File: config.mk
export PLATFORM = sky130hd
export DESIGN_NAME = irb_bank
export DESIGN_NICKNAME = d
export VERILOG_FILES = /design/src/hdl/irb_pkg.sv /design/src/hdl/irb_arbiter.sv /design/src/hdl/irb_bank.sv
export SDC_FILE = /design/constraint.sdc
export NUM_CORES = 1
export LEC_CHECK = 0
export BUFFER_PORTS_ARGS = -buffer_cell sky130_fd_sc_hd__clkbuf_2
export CORE_MARGIN = 3
export CORE_UTILIZATION = 45
export DETAILED_ROUTE_END_ITERATION = 8
export GPL_ROUTABILITY_DRIVEN = 0
export PLACE_DENSITY = 0.73
export SKIP_CTS_REPAIR_TIMING = 1
export SYNTH_ARGS = -nofsm -noshare
export SYNTH_HDL_FRONTEND = slang
export SYNTH_HIERARCHICAL = 1
export SYNTH_SLANG_ARGS = --single-unit
File: constraint.sdc
create_clock -name clk -period 18.8 [get_ports clk]
set_input_delay 0 -clock clk [delete_from_list [all_inputs] [get_ports clk]]
set_output_delay 0 -clock clk [all_outputs]
set_load 0.01 [all_outputs]
File: src/hdl/irb_pkg.sv
// Constants for the interrupt request and enable bank
package irb_pkg;

	// ----------------------------------------------------------------
	// Register map
	// ----------------------------------------------------------------
	localparam int          ADDR_W     = 12;
	localparam int          DATA_W     = 8;
	localparam logic [11:0] OFS_PEND0  = 12'hfc0;
	localparam logic [11:0] OFS_ENH0   = 12'hfc1;
	localparam logic [11:0] OFS_ENL0   = 12'hfc2;
	localparam logic [11:0] OFS_PEND1  = 12'hfc3;
	localparam logic [11:0] OFS_PEND2  = 12'hfc6;
	localparam logic [7:0]  RESET_VAL  = 8'h00;

	// ----------------------------------------------------------------
	// Field layout
	// ----------------------------------------------------------------
	localparam int          BIT_TIMER1 = 6;
	localparam int          BIT_TIMER0 = 5;
	localparam int          BIT_CONV   = 0;
	localparam logic [7:0]  MASK_REG0  = 8'h61;
	localparam logic [7:0]  MASK_REG2  = 8'h0f;

	// ----------------------------------------------------------------
	// Flat source vector, bit 14 wins ties
	// ----------------------------------------------------------------
	localparam int          NUM_SRC    = 15;
	localparam int          SRC_W      = 4;
	localparam int          SRC_TIMER1 = 14;
	localparam int          SRC_TIMER0 = 13;
	localparam int          SRC_CONV   = 12;
	localparam int          SRC_PA_LO  = 4;
	localparam int          SRC_PA_HI  = 11;
	localparam int          SRC_PC_LO  = 0;
	localparam int          SRC_PC_HI  = 3;

	typedef enum logic [1:0] {
		IRB_LVL_OFF = 2'b00,
		IRB_LVL_1   = 2'b01,
		IRB_LVL_2   = 2'b10,
		IRB_LVL_3   = 2'b11
	} irb_lvl_e;

endpackage

File: src/hdl/irb_arbiter.sv
// Priority picker over all enabled pending sources
`timescale 1ns/1ps

module irb_arbiter
(
	input  wire logic [14:0] pend,
	input  wire logic [14:0] prio_high,
	input  wire logic [14:0] prio_low,
	output logic             found,
	output logic [3:0]       win_src,
	output logic [1:0]       win_lvl
);

	logic [1:0] lvl;

	always_comb
	begin
		lvl     = irb_pkg::IRB_LVL_OFF;
		found   = 1'b0;
		win_src = 4'h0;
		win_lvl = irb_pkg::IRB_LVL_OFF;
		// Ascending scan with >= lets the higher index win a tie
		for (int i = 0; i < irb_pkg::NUM_SRC; i++)
		begin
			lvl = {prio_high[i], prio_low[i]};
			if (pend[i] && lvl != irb_pkg::IRB_LVL_OFF
				&& lvl >= win_lvl)
			begin
				found   = 1'b1;
				win_src = 4'(i);
				win_lvl = lvl;
			end
		end
	end

endmodule // irb_arbiter

File: src/hdl/irb_bank.sv
// Interrupt request latching and priority-enable register bank
//
// Function
// - Watchdog and oscillator traps stay outside here
// - Source request sets its pending bit, sticky
// - Global enable on: forward winning request
// - Global enable off: no request, polling only
// - Enable pair gives off or level 1-3
// - Request reg 0: timer1 b6, timer0 b5, ADC b0
// - Request reg 1: port A pins; b6 shared comparator
// - Request reg 2: port C pins in bits 3:0
// - Enable regs 0 mirror request reg 0 layout
// - All request and enable bits reset zero
// - Ack or written zero clears pending bit
// - Written one raises the interrupt
// - Level 3 over 2 over 1, fixed order
`timescale 1ns/1ps

module irb_bank
(
	input  wire logic        clk,
	input  wire logic        nrst,
	input  wire logic [11:0] reg_addr,
	input  wire logic        reg_wr,
	input  wire logic [7:0]  reg_wdata,
	input  wire logic        reg_rd,
	output logic [7:0]       reg_rdata_r,
	input  wire logic        timer1_req,
	input  wire logic        timer0_req,
	input  wire logic        converter_req,
	input  wire logic [7:0]  porta_req,
	input  wire logic        comparator_req,
	input  wire logic [3:0]  portc_req,
	input  wire logic [7:0]  porta_prio_high,
	input  wire logic [7:0]  porta_prio_low,
	input  wire logic [3:0]  portc_prio_high,
	input  wire logic [3:0]  portc_prio_low,
	input  wire logic        global_irq_enable,
	input  wire logic        irq_ack,
	input  wire logic [3:0]  irq_ack_src,
	output logic             irq_req_r,
	output logic [3:0]       irq_src_r,
	output logic [1:0]       irq_lvl_r
);

	// ----------------------------------------------------------------
	// Address decode
	// ----------------------------------------------------------------
	function automatic logic hit(input logic [11:0] a, input logic [11:0] o);
		hit = (a == o);
	endfunction

	// ----------------------------------------------------------------
	// State
	// ----------------------------------------------------------------
	logic [14:0] pend_r;
	logic [14:0] pend_nxt;
	logic [7:0]  enh0_r;
	logic [7:0]  enh0_nxt;
	logic [7:0]  enl0_r;
	logic [7:0]  enl0_nxt;
	logic [7:0]  rdata_nxt;
	logic        req_nxt;
	logic [3:0]  src_nxt;
	logic [1:0]  lvl_nxt;
	logic [14:0] hw_set;
	logic [14:0] ack_clr;
	logic [14:0] prio_high;
	logic [14:0] prio_low;
	logic [7:0]  view0;
	logic [7:0]  view2;
	logic        found;
	logic [3:0]  win_src;
	logic [1:0]  win_lvl;

	// Watchdog and oscillator traps have no bit in this bank

	// ----------------------------------------------------------------
	// Source pulses into the flat vector
	// ----------------------------------------------------------------
	always_comb
	begin
		hw_set = {timer1_req, timer0_req, converter_req,
			porta_req, portc_req};
		hw_set[irb_pkg::SRC_PA_LO + 6] = porta_req[6] | comparator_req;
	end

	always_comb
	begin
		ack_clr = 15'h0000;
		if (irq_ack)
			ack_clr = 15'h0001 << irq_ack_src;
	end

	// ----------------------------------------------------------------
	// Pending bits
	// ----------------------------------------------------------------
	always_comb
	begin
		pend_nxt = pend_r & ~ack_clr;
		if (reg_wr && hit(reg_addr, irb_pkg::OFS_PEND0))
		begin
			pend_nxt[irb_pkg::SRC_TIMER1] = reg_wdata[irb_pkg::BIT_TIMER1];
			pend_nxt[irb_pkg::SRC_TIMER0] = reg_wdata[irb_pkg::BIT_TIMER0];
			pend_nxt[irb_pkg::SRC_CONV]   = reg_wdata[irb_pkg::BIT_CONV];
		end
		if (reg_wr && hit(reg_addr, irb_pkg::OFS_PEND1))
			pend_nxt[irb_pkg::SRC_PA_HI:irb_pkg::SRC_PA_LO] = reg_wdata;
		if (reg_wr && hit(reg_addr, irb_pkg::OFS_PEND2))
			pend_nxt[irb_pkg::SRC_PC_HI:irb_pkg::SRC_PC_LO] =
				reg_wdata[3:0];
		// Set after every clear so no pulse is lost
		pend_nxt = pend_nxt | hw_set;
	end

	// ----------------------------------------------------------------
	// Enable registers for request reg 0
	// ----------------------------------------------------------------
	always_comb
	begin
		enh0_nxt = enh0_r;
		enl0_nxt = enl0_r;
		// Reserved bits are dropped, so they always read zero
		if (reg_wr && hit(reg_addr, irb_pkg::OFS_ENH0))
			enh0_nxt = reg_wdata & irb_pkg::MASK_REG0;
		if (reg_wr && hit(reg_addr, irb_pkg::OFS_ENL0))
			enl0_nxt = reg_wdata & irb_pkg::MASK_REG0;
	end

	// ----------------------------------------------------------------
	// Read views
	// ----------------------------------------------------------------
	always_comb
	begin
		view0 = irb_pkg::RESET_VAL;
		view0[irb_pkg::BIT_TIMER1] = pend_r[irb_pkg::SRC_TIMER1];
		view0[irb_pkg::BIT_TIMER0] = pend_r[irb_pkg::SRC_TIMER0];
		view0[irb_pkg::BIT_CONV]   = pend_r[irb_pkg::SRC_CONV];
		view2 = {4'h0, pend_r[irb_pkg::SRC_PC_HI:irb_pkg::SRC_PC_LO]};
	end

	always_comb
	begin
		rdata_nxt = reg_rdata_r;
		if (reg_rd)
		begin
			// Unmapped addresses answer zero
			rdata_nxt = irb_pkg::RESET_VAL;
			if (hit(reg_addr, irb_pkg::OFS_PEND0))
				rdata_nxt = view0;
			if (hit(reg_addr, irb_pkg::OFS_ENH0))
				rdata_nxt = enh0_r;
			if (hit(reg_addr, irb_pkg::OFS_ENL0))
				rdata_nxt = enl0_r;
			if (hit(reg_addr, irb_pkg::OFS_PEND1))
				rdata_nxt = pend_r[irb_pkg::SRC_PA_HI:irb_pkg::SRC_PA_LO];
			if (hit(reg_addr, irb_pkg::OFS_PEND2))
				rdata_nxt = view2;
		end
	end

	// ----------------------------------------------------------------
	// Arbitration and request to the core
	// ----------------------------------------------------------------
	always_comb
	begin
		prio_high = {enh0_r[irb_pkg::BIT_TIMER1], enh0_r[irb_pkg::BIT_TIMER0],
			enh0_r[irb_pkg::BIT_CONV], porta_prio_high, portc_prio_high};
		prio_low  = {enl0_r[irb_pkg::BIT_TIMER1], enl0_r[irb_pkg::BIT_TIMER0],
			enl0_r[irb_pkg::BIT_CONV], porta_prio_low, portc_prio_low};
	end

	irb_arbiter u_arb
	(
		.pend      (pend_r),
		.prio_high (prio_high),
		.prio_low  (prio_low),
		.found     (found),
		.win_src   (win_src),
		.win_lvl   (win_lvl)
	);

	always_comb
	begin
		// Drop the request in the ack cycle so it is not seen twice
		req_nxt = global_irq_enable && found && !irq_ack;
		src_nxt = irq_src_r;
		lvl_nxt = irq_lvl_r;
		if (found)
		begin
			src_nxt = win_src;
			lvl_nxt = win_lvl;
		end
	end

	// ----------------------------------------------------------------
	// Registers
	// ----------------------------------------------------------------
	always_ff @(posedge clk or negedge nrst)
	begin
		if (!nrst)
		begin
			pend_r      <= 15'h0000;
			enh0_r      <= irb_pkg::RESET_VAL;
			enl0_r      <= irb_pkg::RESET_VAL;
			reg_rdata_r <= irb_pkg::RESET_VAL;
			irq_req_r   <= 1'b0;
			irq_src_r   <= 4'h0;
			irq_lvl_r   <= irb_pkg::IRB_LVL_OFF;
		end
		else
		begin
			pend_r      <= pend_nxt;
			enh0_r      <= enh0_nxt;
			enl0_r      <= enl0_nxt;
			reg_rdata_r <= rdata_nxt;
			irq_req_r   <= req_nxt;
			irq_src_r   <= src_nxt;
			irq_lvl_r   <= lvl_nxt;
		end
	end

endmodule // irb_bank

==> summary.md <==
| Metric | Value |
|---|---|
| Die W | 92.3 um |
| Iteration-0 DRC Markers | 148 |
| CP Max Fanout | 7 |
| Setup CP Type | reg -> reg |
| Synth top area share | 26.9% |
| CTS Sinks | 36 |
| Core ar. | between 0.007 and 0.008 mm^2 |
| Post-route DRC | 0 |
| Congestion Overflow GR | 0 |
| Fin. max-slew vios | 0 |
| CP Depth | 89 |
| Fin Setup TNS | 0 ps |
| Max cap viols | 0 |
| Vias per cell | between 6 and 7 |
| Mapped Nets | approximately 470 |
| Final setup viols | 0 |
| Share of cells above drive strength 1 | 30.9% |
| EDFF count, synth | 0 |
| Req. time, crit path | 18980 ps |
| CTS tree | yes |
| Min cycle time layout | around 18000 ps |
| Mapped Cells | 385 |
| Status | finished, final reports clean |
| R2r setup slk | ~1200 ps |
| First-pass GRT wire length | 15400 um |
| Clock Latency Late Sink | a little under 300 ps |
| Seq/Total Area, Yosys | a little over a quarter |
| CP Launch Point | pend_r[0]$_DFF_PN0_ |
| Initial antenna violation count | 0 |
| Antenna cells | 0 |
| Largest delay share family, worst path | simple AND/OR/NAND/NOR gates |
| Most used cell, CP | ha_1 |
| Hold Crit Class | in -> reg |
| Final worst-path cycle share | between 90% and 100% |
| Crit path DAT | approximately 18000 ps |
| CTS buffer count | 5 |
| Detailed placer's ending HPWL | 7360 um |
| Async set-reset flop share out of synthesis | 100% |
| Clk buf depth | 2 |
| GR Util All Layers | 22.0% |
| Synth cell types | 76 |
| DR WL/cell | 16.7 um |
| Leak | between 1.5 and 2 nW |
| Power Density | 53.2 mW/mm^2 |
| Fmax | 56.8 MHz |
| Row cnt | 30 |
| DRT Pass-1 Iters | 5 |
| Max stage delay on crit path | 580 ps |
| Initial Util | 47.8% |
| Final net count | 571 |
| Largest net degree at the start of global routing | 37 |
| Kind of end point of the critical path | flop |
| Syn_area_per_cell | 8.71 um^2 |
| # placed instances | 553 |
| VDD IR max | 0.0000346 V |
| Vias in the first global route | 3198 |
| Tot Pwr | 0.222 mW |
| Setup repair after global routing missed its margin | no |
| Syn-to-layout area delta | 24.5% |
| Synth area leaders | dfrtp_1 (27%), ha_1 (6.0%), mux2_2 (5.0%) |
| Total vias in the final route | about 3.5k |
| Antenna Nets Post-Route | 0 |
| Dpl ws | around 290 ps |
| CTS root buffer | clkbuf_8 |
| Post-synth top area cell | dfrtp_1 |
| Critical Path Slowest Stage Cell | or4_4 |
| Worst reg-to-reg path cell count | between 80 and 90 |
| Worst Tran Pin Value | 904 ps |
| Slew HR | 39.7% |
| RR Endpoint | irq_lvl_r[1]$_DFFE_PN0P_ |
| Clock Skew | 4.01 ps |
| Critical path buffer and inverter count | 4 |
| Die area | 0.00852 mm^2 |
| Clock transition at path regs | 70 ps |
| CP startpoint kind | flop |
| Top_reg_cell synth | dfrtp_1 |
| Slack of the critical path | ~1200 ps |
| Hold Fails Final Rpt | 0 |
| Critical Path End | irq_lvl_r[1]$_DFFE_PN0P_ |
| FILL cells | 622 |
| Routed wire length | 9700 um |
| Cell Area, Synth | between 0.003 and 0.004 mm^2 |
| Cell Count, Final, Fillers Out | 582 |
| Die Y | 92.3 um |
| Worst flop-to-flop path startpoint | pend_r[0]$_DFF_PN0_ |
| Synth warnings | 6 |
| Synthesis-stage register bit count | 36 |
| I/O Buffers | 84 |
| Htree depth | 2 |
| IO Count | between 80 and 90 |
==> metrics by stage <==
step	area, um^2	utilization, %	hold WS [ps]
final	4170	59.5	5.07
after global routing	4170	59.5	12.7
after CTS	3910	55.7	-153
after detailed placement	3820	54.4	164
after global placement	3820	54.4	143
after floorplan	3350	-	-296
==> metal layers <==
layer  global-route usage (%)  wire length, um  vias up
met3                     2.84              625       10
met5                        0                0        -
met4                     5.45               83        0
met1                     31.6             4480     1662
li1                         -                -     1675
met2                     35.2             4510      153
==> Yosys cell counts (6+ instances only) <==
| master | count |
|---|---|
| buf_2 | 6 |
| nand2_1 | 32 |
| a41oi_1 | 16 |
| nand2b_1 | 15 |
| nor2_1 | 13 |
| o21ai_1 | 13 |
| and2_1 | 16 |
| a21oi_1 | 9 |
| inv_1 | 22 |
| o21ai_0 | 30 |
| nand3_1 | 13 |
| dfrtp_1 | 36 |
| a22oi_1 | 6 |
| nand4_1 | 6 |
| mux2_2 | 15 |
| ha_1 | 16 |
| o2bb2ai_1 | 6 |
==> flip-flops by register name, indices dropped and copies added (netlist names) <==
| name | cells |
|---|---|
| irq_lvl_r | 2 |
| enl0_r | 3 |
| pend_r | 15 |
| irq_req_r | 1 |
| enh0_r | 3 |
| irq_src_r | 4 |
| reg_rdata_r | 8 |
==> cell usage in the layout (no fill, tap or decap), types with 14 or more instances in the layout <==
cell type | netlist | routed
a41oi_1 | 16 | 16
and2_1 | 16 | 15
clkbuf_2 | 0 | 84
dfrtp_1 | 36 | 36
dlygate4sd3_1 | 0 | 18
ha_1 | 16 | 16
inv_1 | 22 | 22
mux2_2 | 15 | 15
nand2_1 | 32 | 31
nand2b_1 | 15 | 15
o21ai_0 | 30 | 27
o21ai_1 | 13 | 14
==> area by class of cell <==
class	instances	area (um^2)	area share, %
multi-input cells	312	2340	56.0
repair buffers	107	638	15.3
flip-flops and latches	36	901	21.6
clock buffers	8	90.1	2.16
inverters	23	86.3	2.07
well taps	96	120	2.88
==> logic make-up after synthesis <==
kind of cell               share of synthesized area (%)
and+or+nand+nor                                     26.6
AOI/OAI and AO/OA                                   29.0
buffers and inverters                               5.15
DFF                                                 26.9
muxes                                               6.42
adders and majority gates                           5.97
==> how the worst min path moves through the flow <==
stage,from,endpoint,slack [ps],cells after the start
3_3_place_gp,nrst,irq_src_r[1]$_DFFE_PN0P_,140,1
4_1_cts,nrst,irq_src_r[1]$_DFFE_PN0P_,-150,1
6_report,reg_wdata[5],enh0_r[5]$_DFFE_PN0P_,5,2
2_1_floorplan,nrst,enh0_r[0]$_DFFE_PN0P_,-300,0
5_1_grt,reg_wdata[5],enh0_r[5]$_DFFE_PN0P_,10,2
3_5_place_dp,nrst,irq_src_r[1]$_DFFE_PN0P_,160,1
==> where the power goes <==
| part | switching (mW) | internal (mW) | leakage [nW] |
|---|---|---|---|
| logic | 0.0437 | 0.0387 | 1.42 |
| clock network | 0.0276 | 0.0299 | 0.0455 |
| registers | 0.00210 | 0.0800 | 0.407 |
No activity file was read; power rests on OpenSTA's default activity.
